## src/adc_host_regs.vh

```
// Constants for the sampling converter host controller.
// Assumes a 250 MHz clk; the converter has no clock and follows our pin edges.
`ifndef ADC_HOST_REGS_VH
`define ADC_HOST_REGS_VH
`define RESULT_W        12
`define CLK_PERIOD_PS   4000
`define CSS_NS          20
`define CSS_CYC         ((`CSS_NS*1000+`CLK_PERIOD_PS-1)/`CLK_PERIOD_PS)
`define SH_LOW_NS       10
`define SH_LOW_CYC      ((`SH_LOW_NS*1000+`CLK_PERIOD_PS-1)/`CLK_PERIOD_PS)
`define MUX_HOLD_NS     50
`define MUX_HOLD_CYC    ((`MUX_HOLD_NS*1000+`CLK_PERIOD_PS-1)/`CLK_PERIOD_PS)
`define ACC_NS          20
`define ACC_CYC         ((`ACC_NS*1000+`CLK_PERIOD_PS-1)/`CLK_PERIOD_PS)
`define EOC_WAIT_NS     126
`define EOC_WAIT_CYC    ((`EOC_WAIT_NS*1000+`CLK_PERIOD_PS-1)/`CLK_PERIOD_PS)
`define WAKE_NS         1000
`define WAKE_CYC        ((`WAKE_NS*1000+`CLK_PERIOD_PS-1)/`CLK_PERIOD_PS)
`define CNT_W           8
`endif

```

## src/adc_host_ctrl.v

```verilog
// Host controller driving a clockless 12-bit two-input sampling converter.
// Assumes converter pins arrive asynchronously; the result bus is a plain input here.
`timescale 1ns/1ps
`include "adc_host_regs.vh"
module adc_host_ctrl (
	input  wire                 clk,
	input  wire                 rst_b,
	// User side
	input  wire                 start_req,
	input  wire                 start_chan,
	input  wire                 standby_req,
	input  wire                 stream_mode,
	output reg                  busy_ff,
	output reg                  result_valid_ff,
	output reg  [`RESULT_W-1:0] result_data_ff,
	output reg                  result_chan_ff,
	// Converter pins
	output reg                  device_select_n_ff,
	output reg                  sample_hold_strobe_ff,
	output reg                  read_strobe_n_ff,
	output reg                  output_drive_enable_ff,
	output reg                  input_channel_select_ff,
	output reg                  standby_request_n_ff,
	input  wire                 end_of_conversion,
	input  wire                 conversion_done_n,
	input  wire [`RESULT_W-1:0] result_bus
);
	localparam ST_IDLE  = 3'd0;
	localparam ST_SETUP = 3'd1;
	localparam ST_HOLD  = 3'd2;
	localparam ST_CONV  = 3'd3;
	localparam ST_READ  = 3'd4;
	localparam ST_WAKE  = 3'd5;
	localparam ST_SLEEP = 3'd6;

	// Counts kept as integers, cut to the counter width where loaded
	localparam integer CSS_I  = `CSS_CYC;
	localparam integer HOLD_I = `SH_LOW_CYC;
	localparam integer CONV_I = `EOC_WAIT_CYC + `MUX_HOLD_CYC;
	localparam integer READ_I = `ACC_CYC + 2;
	localparam integer WAKE_I = `WAKE_CYC;

	wire [1:0]           ctl_s;
	wire [`RESULT_W-1:0] data_s;
	wire                 eoc_s;
	wire                 done_n_s;

	reg  [2:0]           state_ff;
	reg  [2:0]           nxt_state;
	reg  [`CNT_W-1:0]    cnt_ff;
	reg  [`CNT_W-1:0]    nxt_cnt;
	reg                  eoc_seen_low_ff;
	reg                  nxt_eoc_seen_low;
	reg                  chan_ff;
	reg                  nxt_chan;
	reg                  stream_ff;
	reg                  nxt_stream;

	// Status pins and data resynchronised before any logic looks at them
	pin_sync #(.W(2)) u_ctl_sync (
		.clk      (clk),
		.rst_b    (rst_b),
		.async_in ({end_of_conversion, conversion_done_n}),
		.sync_out (ctl_s)
	);
	pin_sync #(.W(`RESULT_W)) u_data_sync (
		.clk      (clk),
		.rst_b    (rst_b),
		.async_in (result_bus),
		.sync_out (data_s)
	);
	assign eoc_s    = ctl_s[1];
	assign done_n_s = ctl_s[0];

	// Sequencer next state
	always @* begin
		nxt_state        = state_ff;
		nxt_cnt          = cnt_ff;
		nxt_eoc_seen_low = eoc_seen_low_ff;
		nxt_chan         = chan_ff;
		nxt_stream       = stream_ff;
		case (state_ff)
			ST_IDLE: begin
				if (!standby_req && !standby_request_n_ff) begin
					nxt_state = ST_WAKE;
					nxt_cnt   = WAKE_I[`CNT_W-1:0];
				end else if (standby_req) begin
					nxt_state = ST_SLEEP;
				end else if (start_req) begin
					nxt_chan   = start_chan;
					nxt_stream = stream_mode;
					nxt_state  = ST_SETUP;
					nxt_cnt    = CSS_I[`CNT_W-1:0];
				end
			end
			ST_SETUP: begin
				// Select settles before the strobe is allowed to move
				if (cnt_ff == {`CNT_W{1'b0}}) begin
					nxt_state = ST_HOLD;
					nxt_cnt   = HOLD_I[`CNT_W-1:0];
					nxt_eoc_seen_low = 1'b0;
				end else begin
					nxt_cnt = cnt_ff - 1'b1;
				end
			end
			ST_HOLD: begin
				if (cnt_ff == {`CNT_W{1'b0}}) begin
					nxt_state = ST_CONV;
					nxt_cnt   = CONV_I[`CNT_W-1:0];
				end else begin
					nxt_cnt = cnt_ff - 1'b1;
				end
			end
			ST_CONV: begin
				// Wait for the low phase of end_of_conversion, then its rise
				if (!eoc_s)
					nxt_eoc_seen_low = 1'b1;
				if (cnt_ff != {`CNT_W{1'b0}})
					nxt_cnt = cnt_ff - 1'b1;
				if (eoc_seen_low_ff && eoc_s && (stream_ff || !done_n_s)) begin
					nxt_state = ST_READ;
					nxt_cnt   = READ_I[`CNT_W-1:0];
				end
			end
			ST_READ: begin
				// Extra two cycles cover the data synchroniser latency
				if (cnt_ff == {`CNT_W{1'b0}})
					nxt_state = ST_IDLE;
				else
					nxt_cnt = cnt_ff - 1'b1;
			end
			ST_WAKE: begin
				// Wake-up time before the first strobe after standby
				if (cnt_ff == {`CNT_W{1'b0}})
					nxt_state = ST_IDLE;
				else
					nxt_cnt = cnt_ff - 1'b1;
			end
			ST_SLEEP: begin
				if (!standby_req) begin
					nxt_state = ST_WAKE;
					nxt_cnt   = WAKE_I[`CNT_W-1:0];
				end
			end
			default: begin
				nxt_state = ST_IDLE;
			end
		endcase
	end

	// Pin and status registers; all outputs come straight from flops
	always @(posedge clk or negedge rst_b) begin
		if (!rst_b) begin
			state_ff                <= ST_IDLE;
			cnt_ff                  <= {`CNT_W{1'b0}};
			eoc_seen_low_ff         <= 1'b0;
			chan_ff                 <= 1'b0;
			stream_ff               <= 1'b0;
			busy_ff                 <= 1'b0;
			result_valid_ff         <= 1'b0;
			result_data_ff          <= {`RESULT_W{1'b0}};
			result_chan_ff          <= 1'b0;
			device_select_n_ff      <= 1'b1;
			sample_hold_strobe_ff   <= 1'b1;
			read_strobe_n_ff        <= 1'b1;
			output_drive_enable_ff  <= 1'b0;
			input_channel_select_ff <= 1'b0;
			standby_request_n_ff    <= 1'b1;
		end else begin
			state_ff        <= nxt_state;
			cnt_ff          <= nxt_cnt;
			eoc_seen_low_ff <= nxt_eoc_seen_low;
			chan_ff         <= nxt_chan;
			stream_ff       <= nxt_stream;
			busy_ff         <= (nxt_state != ST_IDLE) && (nxt_state != ST_SLEEP);
			// Select low only around strobe and read activity
			device_select_n_ff <= !((nxt_state == ST_SETUP) || (nxt_state == ST_HOLD) ||
				(nxt_state == ST_CONV) || (nxt_state == ST_READ));
			// Strobe falls on entering hold; that edge starts the conversion
			sample_hold_strobe_ff <= (nxt_state != ST_HOLD);
			// Channel level stays put across the converter's start edge
			input_channel_select_ff <= nxt_chan;
			// Stream mode keeps read low through the conversion
			read_strobe_n_ff <= !((nxt_state == ST_READ) ||
				(nxt_stream && ((nxt_state == ST_HOLD) || (nxt_state == ST_CONV))));
			// Falling read edge clears the done flag on the device
			output_drive_enable_ff <= (nxt_state == ST_READ);
			standby_request_n_ff <= !(nxt_state == ST_SLEEP);
			// Capture on the last read cycle, after access time and sync delay
			result_valid_ff <= 1'b0;
			if (state_ff == ST_READ && cnt_ff == {`CNT_W{1'b0}}) begin
				result_valid_ff <= 1'b1;
				result_data_ff  <= data_s;
				result_chan_ff  <= chan_ff;
			end
		end
	end
	// Done flag is ignored in stream mode, as it stays high while read is low
	// Flag clearing and pipelining are the converter's own business
endmodule // adc_host_ctrl

```

## src/pin_sync.v

```verilog
// Two-flop synchroniser for the converter's output pins.
// Assumes inputs are asynchronous to clk.
`timescale 1ns/1ps
module pin_sync #(
	parameter W = 1
) (
	input  wire         clk,
	input  wire         rst_b,
	input  wire [W-1:0] async_in,
	output wire [W-1:0] sync_out
);
	reg [W-1:0] meta_ff;
	reg [W-1:0] sync_ff;

	// First stage feeds only the second; both reset to all ones (idle high)
	always @(posedge clk or negedge rst_b) begin
		if (!rst_b) begin
			meta_ff <= {W{1'b1}};
			sync_ff <= {W{1'b1}};
		end else begin
			meta_ff <= async_in;
			sync_ff <= meta_ff;
		end
	end
	assign sync_out = sync_ff;
endmodule // pin_sync

```

## config.mk

```make
export PLATFORM = sky130hd
export DESIGN_NAME = adc_host_ctrl
export DESIGN_NICKNAME = d
export VERILOG_FILES = /design/src/adc_host_ctrl.v /design/src/pin_sync.v
export VERILOG_INCLUDE_DIRS = /design/src
export SDC_FILE = /design/constraint.sdc
export NUM_CORES = 1
export LEC_CHECK = 0
export BUFFER_PORTS_ARGS = -buffer_cell sky130_fd_sc_hd__buf_4
export CAP_MARGIN = 5
export CORE_UTILIZATION = 60
export DETAILED_ROUTE_END_ITERATION = 6
export PLACE_DENSITY = 0.85
export SLEW_MARGIN = 20
export SYNTH_ARGS = -nofsm -noshare
export SYNTH_HDL_FRONTEND = slang
export SYNTH_SLANG_ARGS = --single-unit
```

## constraint.sdc

```tcl
create_clock -name clk -period 6 [get_ports clk]
set_input_delay 0.9 -clock clk [delete_from_list [all_inputs] [get_ports clk]]
set_output_delay 0.9 -clock clk [all_outputs]
set_load 0.05 [all_outputs]
```

**After elaboration in Yosys (flattened, before gate mapping)**

Cells that the tools add are included.

- Register bits after elaboration: 62
- Latch bits: 0
- Memory bits (writable): 0
- ROM bits: 0
- Output and inout bits: 21
- Logic and storage cells: 96
- Memories: 0

- Add/subtract/negate cells: 1
- Multipliers: 0
- Divide/modulo/power cells: 0
- Magnitude comparators: 0
- Eq/ne operators: 20
- Shifts and indexed selects: 0
- Multiplexer cells: 27
- Bitwise operators: 2
- Reduce and logical (&&, ||, !) cells: 28

Operator list:

| cell | count |
|---|---|
| 8-bit two-way mux | 9 |
| 8-bit one-hot mux with 6 select lines | 1 |
| 3-bit two-way mux | 8 |
| 3-bit one-hot mux with 6 select lines | 1 |
| 3-bit equality test (second input constant) | 5 |
| 3-bit by 2-bit equality test with 1-bit output (second input constant) | 4 |
| 3-bit != test (second input constant) | 4 |
| 8-bit logical NOT | 1 |
| 2-bit != test (second input constant) | 4 |
| 8-bit nonzero test | 1 |
| 8-bit by 1-bit subtractor with 8-bit output (second input constant) | 1 |
| 1-bit two-way mux | 7 |
| 3-bit by 1-bit equality test with 1-bit output (second input constant) | 2 |
| 1-bit logical AND | 6 |
| 1-bit logical NOT | 6 |
| 1-bit logical OR | 6 |
| 6-bit AND reduction | 1 |
| 6-bit nonzero test | 1 |
| 4-bit AND reduction | 1 |
| 3-bit logical NOT | 1 |
| 3-bit by 2-bit != test with 1-bit output (second input constant) | 1 |
| 3-bit AND reduction | 1 |
| 3-bit nonzero test | 1 |
| 1-bit NOT | 2 |
| other kinds (3) | 3 |

**Depth between registers and ports, before layout**

Gate-level depths: netlist of run 1.

- Depth in word-level cells: 10
- Mapped depth: 8
- Depth with buffers taken out: 8

**By module**

Synthesis of run 1 repeated with hierarchy kept, for this count alone.

- Cell total of the unflattened synthesis: 224
- Area total of the unflattened synthesis: 2,701.3 um2

By module, submodules not included:

| module | times used | cells an instance | area an instance (um2) | sequential area each (um2) |
|---|---|---|---|---|
| adc_host_ctrl | 1 | 196 | 1,965.6 | 855.8 |
| pin_sync at u_data_sync | 1 | 24 | 630.6 | 630.6 |
| pin_sync at u_ctl_sync | 1 | 4 | 105.1 | 105.1 |

**Worst setup path after synthesis of run 1**

OpenSTA, ideal clock, no wires.

- Kind: register to register
- From: reg cnt_ff[0]
- To: reg result_data_ff[10]
- Library setup time: 125 ps
- Arrival: 1,906 ps
- Setup slack: 3,970 ps
- Stages on the path, launching flop included: 8
- Period minus slack after synthesis: 2,030 ps
- Path through: dfrtp_1 -> inv_1 -> ha_1 -> nor3b_1 -> nand3_1 -> nor2_2 -> buf_4 -> mux2_2

- Cells in the longest elaborated chain, start to end: 2

RTL lines:

| element | line | RTL |
|---|---|---|
| start: declaration | adc_host_ctrl.v:50 | `` reg [`CNT_W-1:0] cnt_ff; `` |
| start signal: assignment | adc_host_ctrl.v:155 | `` cnt_ff <= {`CNT_W{1'b0}}; `` |
| start signal: assignment | adc_host_ctrl.v:171 | `cnt_ff <= nxt_cnt;` |
| 8-bit logical NOT | adc_host_ctrl.v:191 | `` if (state_ff == ST_READ && cnt_ff == {`CNT_W{1'b0}}) begin `` |
| 1-bit logical AND | adc_host_ctrl.v:191 |  |
| end signal: assignment | adc_host_ctrl.v:161 | `` result_data_ff <= {`RESULT_W{1'b0}}; `` |
| end signal: assignment | adc_host_ctrl.v:193 | `result_data_ff <= data_s;` |
| end: declaration | adc_host_ctrl.v:15 | `` output reg [`RESULT_W-1:0] result_data_ff, `` |

Every way passes these cells.
A chain may end at the register's enable or synchronous reset.

**Worst setup path in the final report of run 1**

- From: reg cnt_ff[0]
- To: reg result_data_ff[6]

Same word-level chain as after synthesis.

==> impl_metrics.yaml, run 1 <==
sta:
  slew_viol_final: 0
  rsz0062_at_grt: "no"
  setup_violations: 0
  fin_tns_setup_ps: 0
  tightest_slew_ps: 723
  finClkSkew_ps: 8.62
  min_period_ps: 2640
  timing.fmax_mhz: 379
  slew_headroom_pct: 51.8
  hold_violations: 0
  fin_crit_sh_pct: 44.0
power_and_ir_drop:
  p_leak_uw: 0.00143
  p_per_area_nw_per_um2: 544
  ir_worst_vdd_v: 0.000276
  total_power_uw: 1710
logic_synthesis:
  synth-compound-area-share_pct: 16.3
  synth_xor_area_share_pct: 0.339
  synth-adder-area-share_pct: 1.36
  yosys.area.top_type_share_pct: 32.6
  synthArstFlopShare_pct: 100
  synth_common_cells: "32 x dfstp_2, 30 x dfrtp_1, 14 x mux2_2, 14 x nand2_1"
  netlist_area_um2: 2580
  syn_avg_cell_area_um2: 12.7
  synth_most_common_cell: "dfstp_2"
  yosys.area_share.simple_pct: 11.1
  synth-seq-cells: 62
  synth_fp_nets: 226
  synth_edf_count: 0
  synth_top_family_by_area: "compound AO/OA/AOI/OAI gates"
  synth_top_flop_cell: "dfstp_2"
  yosys-top-cells-area: "dfstp_2 33%, dfrtp_1 29%, mux2_2 6.1%"
  synth_cells: 204
  synth_cell_types: 53
  ys_warn_count: 0
  synth_top_area_cell: "dfstp_2"
  yosysSeqAreaShare_pct: 61.7
  synth.area.mux_share_pct: 6.54
floorplanning:
  die_x_um: 67.6
  io_pins: 41
  placementRows: 23
  start_util_pct: 63.6
  die-area_um2: 4570
  core_um2: 4060
  die_h_um: 67.6
cts:
  cts_tree: "yes"
  post_cts_buffers: 0
  root_buffer: "clkbuf_8"
  clock_sinks: 62
  clk_pin_slew_worst_paths_ps: 70
  clk_latency_ps: 340
  clock_path_buffers: 2
  cts_hold_buf: 0
  numCtsBuffers: 9
  cts_resized: 0
  htreeDepth: 3
routing:
  wl_per_cell_um: 17.1
  ant_nets: 0
  drt-total-wl_mm: 5.22
  avgViaCountPerCell: 5.96
  drc: 0
  drtIter0Drc: 267
  vias: 1824
  dr.pass1.iters: 5
grt:
  gr-total-overflow: 0
  grt_max_degree: 63
  antenna_found_initial: 0
  grt_pass1_wl_mm: 8.25
  grt_pass1_vias: 1752
  grt_util_all_layers_pct: 25.8
worst_setup_path:
  startpoint_type: "flop"
  critPathArrivalTime_ps: 2870
  cp-end-kind: "flop"
  cp.required_ps: 6220
  r2r_start: "cnt_ff[0]$_DFFE_PN0P_"
  path_max_fanout: 13
  crit_start: "cnt_ff[0]$_DFFE_PN0P_"
  worstSetupPathType: "reg2reg"
outcome:
  status: "completed"
min_path:
  min_path_type: "reg2reg"
  hp-start: "u_data_sync.meta_ff[9]$_DFF_PN1_"
layout:
  drive_above_1_share_pct: 45.7
  synthToLayoutAreaGrowth_pct: 22.1
  layout.nets: 273
  num_antenna_cells: 0
run:
  drv_cap: 0
placement:
  place.gp.congestion: 0.928
  place_hpwl_mm: 3.42
  io_buffers: 40
## final timing paths
check	to	slack (ps)	cells past startpoint
worst max-delay path	result_data_ff[6]$_DFFE_PN0P_	3360	6
worst min-delay path	u_data_sync.sync_out[9]$_DFF_PN1_	350	0
worst max register to register	result_data_ff[6]$_DFFE_PN0P_	3360	6
worst min register to register	u_data_sync.sync_out[9]$_DFF_PN1_	350	0
max in group asynchronous	cnt_ff[6]$_DFFE_PN0P_	4910	1
min in group asynchronous	cnt_ff[5]$_DFFE_PN0P_	600	1
## critical path: stages (launching register included)
cell and delay (ps):
dfrtp_1 410, inv_1 130, ha_1 190, nor3b_1 550, nand3_1 240, nor2_2 580
mux2_2 410
## power breakdown
part / switching, uW / internal (uW)
clock: 166 / 259
sequential: 100 / 520
combinational: 412 / 257
total: 678 / 1040
## sequential cells by signal, summed over array words and instances (netlist names), 2 cells and up
register and count:
u_ctl_sync.sync_out 2, state_ff 3, cnt_ff 8, u_data_sync.sync_out 12, u_ctl_sync.meta_ff 2, u_data_sync.meta_ff 12
result_data_ff 12
## per-layer routing
metal	share of wire (%)	GRT usage [%]	routed length [um]	vias to the layer above
met5	0	0	0	-
met1	40	31.8	2110	881
met3	7.4	8.11	386	22
li1	-	-	-	823
met2	48	37.3	2520	98
met4	3.9	20.5	205	0
## cells by family after synthesis
family / count (synthesis)
flip-flops: 62
AO/OA/AOI/OAI: 56
AND/OR/NAND/NOR: 51
buffers and inverters: 16
multiplexers: 15
adder cells (fa/ha/maj): 3
XOR/XNOR: 1
## placed cells by master, fill, tap and decap left out, types with 2 or more instances in the layout
cell        n
ha_1        2
a21oi_2     2
buf_4      40
a211oi_1    4
dfstp_2    32
o211ai_1    2
nor2_1      9
a21o_1      3
clkbuf_8   11
nor2_2      2
nor3_1      4
mux2_2     14
a221oi_1    2
dfrtp_1    30
nand4_1     2
nand3_1     4
a21oi_1    11
o21ai_0    12
nand2_1    14
inv_1      12
bufinv_16   2
a21boi_0    5
nand2b_1    3
## final cells by class
| class | count | area, um2 |
|---|---|---|
| repair buffers | 40 | 300 |
| clock buffers | 12 | 155 |
| inverters | 12 | 45.0 |
| well taps | 50 | 62.6 |
| multi-input cells | 126 | 918 |
| flip-flops and latches | 62 | 1590 |
| clock inverters | 4 | 77.6 |
| fillers | 245 | 907 |
## metrics by stage
step                      hold WS [ps]  instances  utilization, %  worst slack (ps)  area [um2]
final                              351        306            77.6              3360        3150
after global routing               350        306            77.6              3200        3150
after CTS                          354        306            77.6              3370        3150
after detailed placement           347        290            71.9              3480        2920
after global placement             346        290            71.9              3610        2920
after floorplan                    345        204               -              3970        2580
Note: power is estimated with default switching activity, not from simulation.
==> run 2, diff against run 1 <==
ABC_AREA = 1   (was not set)
CORE_UTILIZATION = 50   (was 60)
PLACE_DENSITY = 0.76   (was 0.85)
clock period = 2.4 ns   (was 6 ns; I/O delays follow)
==> impl_metrics.yaml, run 2 <==
placement:
  place.gp.congestion: 0.895
  place_hpwl_mm: 3.08
  io_buffers: 40
  numPlacedInstances: 380
logic_synthesis:
  syn_avg_cell_area_um2: 9.24
  synth_fp_nets: 299
  yosysSeqAreaShare_pct: 62.2
  synthArstFlopShare_pct: 100
  ys_warn_count: 0
  yosys-top-cells-area: "dfstp_2 33%, dfrtp_1 29%, nand2_1 16%"
  netlist_area_um2: 2560
  synth_top_flop_cell: "dfstp_2"
  synth_cell_types: 25
  synth_top_area_cell: "dfstp_2"
  synth_most_common_cell: "nand2_1"
  synth_cells: 277
  yosys.area.top_type_share_pct: 32.9
  synth_common_cells: "111 x nand2_1, 32 x dfstp_2, 30 x dfrtp_1, 28 x inv_1, 17 x nor2_1"
  synth-seq-cells: 62
  synth_edf_count: 0
power_and_ir_drop:
  p_per_area_nw_per_um2: 1510
  ir_worst_vdd_v: 0.000592
  p_leak_uw: 0.00164
cts:
  clock_sinks: 62
  htreeDepth: 3
  clock_path_buffers: 2
  numCtsBuffers: 9
  cts_resized: 0
  clk_pin_slew_worst_paths_ps: 60
  post_cts_buffers: 0
  clk_latency_ps: 340
  root_buffer: "clkbuf_8"
  cts_hold_buf: 0
  cts_tree: "yes"
sta:
  finClkSkew_ps: 8.50
  fin_crit_sh_pct: 77.1
  timing.fmax_mhz: 541
  fin_tns_setup_ps: 0
  tightest_slew_ps: 734
  rsz0062_at_grt: "no"
  setup_violations: 0
  min_period_ps: 1850
  hold_violations: 0
  slew_viol_final: 0
  slew_headroom_pct: 51.1
worst_setup_path:
  startpoint_type: "flop"
  critPathArrivalTime_ps: 2130
  path_common_cell: "nand2_1"
  slowest_stage: "dfrtp_1"
  cp-end-kind: "flop"
  r2r_end: "result_data_ff[0]$_DFFE_PN0P_"
  worstSetupPathType: "reg2reg"
  path_max_fanout: 15
  cp.required_ps: 2680
  r2r_slack_ps: 550
  cp_slowest_stage_delay_ps: 380
  r2r_start: "cnt_ff[0]$_DFFE_PN0P_"
  crit_buf_inv: 2
  crit_family: "simple AND/OR/NAND/NOR gates"
  cp_cell_sequence: "inv_1, ha_1, nand2_1, nor2_4, nand3_2, inv_2, nand2_1, nand2_1"
  r2r_cells: 8
floorplanning:
  core_um2: 4820
  die_h_um: 73.5
  die-area_um2: 5410
  io_pins: 41
  placementRows: 25
  start_util_pct: 53.1
  die_x_um: 73.5
min_path:
  min_path_type: "in2async"
run:
  drv_cap: 0
layout:
  final_common_cell: "nand2_1"
  synthToLayoutAreaGrowth_pct: 21.5
  layout_common_cells: "111 x nand2_1, 41 x buf_4, 32 x dfstp_2"
  fin_cells: 396
  num_antenna_cells: 0
  layout.nets: 346
  drive_above_1_share_pct: 31.3
grt:
  grt_pass1_vias: 1702
  antenna_found_initial: 0
  grt_util_all_layers_pct: 19.4
  grt_pass1_wl_mm: 7.60
  gr-total-overflow: 0
  grt_max_degree: 63
routing:
  drtIter0Drc: 134
  vias: 1891
  drt-total-wl_mm: 4.60
  ant_nets: 0
  avgViaCountPerCell: 4.78
  dr.pass1.iters: 4
  drc: 0
  wl_per_cell_um: 11.6
outcome:
  status: "completed"
## run 2: where the power goes
group | leakage, uW | internal [uW] | switching [uW]
Combinational | 0.000827 | 695 | 1500
Sequential | 0.000719 | 1390 | 237
Clock | 0.0000946 | 463 | 389
## run 2: cell type report
class,count,area [um2]
Sequential cell,62,1590
Timing Repair Buffer,41,308
Clock inverter,3,17.5
Inverter,32,120
Multi-Input combinational cell,178,817
Clock buffer,13,170
Fill cell,407,1710
Tap cell,67,83.8
## run 2: per-stage QoR
stage	util, %	cell area, um2	power, uW	hold WS, ps	worst slack, ps
floorplan	-	2560	3270	64.4	881
global placement	60.6	2920	3790	346	698
detailed placement	60.6	2920	3840	347	598
CTS	64.5	3110	4710	96.4	565
global route	64.5	3110	5030	99.9	339
finish	64.5	3110	4680	76.7	550
## run 2: cells by family (layout without fill, tap and decap cells)
family | Yosys count | count (layout) | share of synthesized area, %
compound gates | 13 | 13 | 2.79
fa+ha+maj | 2 | 2 | 0.978
buf+inv | 37 | 89 | 5.87
simple gates | 158 | 158 | 26.5
flops | 62 | 62 | 62.2
xor+xnor | 5 | 5 | 1.71
## run 2: worst max-delay path by stage
stage                                   start                            end  cells after the start
2_1_floorplan  standby_request_n_ff$_DFF_PN1_          cnt_ff[2]$_DFFE_PN0P_                     10
3_3_place_gp            cnt_ff[0]$_DFFE_PN0P_  result_data_ff[0]$_DFFE_PN0P_                      8
3_5_place_dp            cnt_ff[0]$_DFFE_PN0P_  result_data_ff[1]$_DFFE_PN0P_                      8
4_1_cts                 cnt_ff[0]$_DFFE_PN0P_  result_data_ff[0]$_DFFE_PN0P_                      8
5_1_grt                 cnt_ff[0]$_DFFE_PN0P_  result_data_ff[0]$_DFFE_PN0P_                      8
6_report                cnt_ff[0]$_DFFE_PN0P_  result_data_ff[0]$_DFFE_PN0P_                      8
## run 2: routing by layer
layer	vias to the layer above	wire length [um]	track usage (%)
met1	884	2110	24.9
met4	0	125	12.6
li1	938	-	-
met5	-	0	0
met3	15	213	5.08
met2	54	2150	29.0
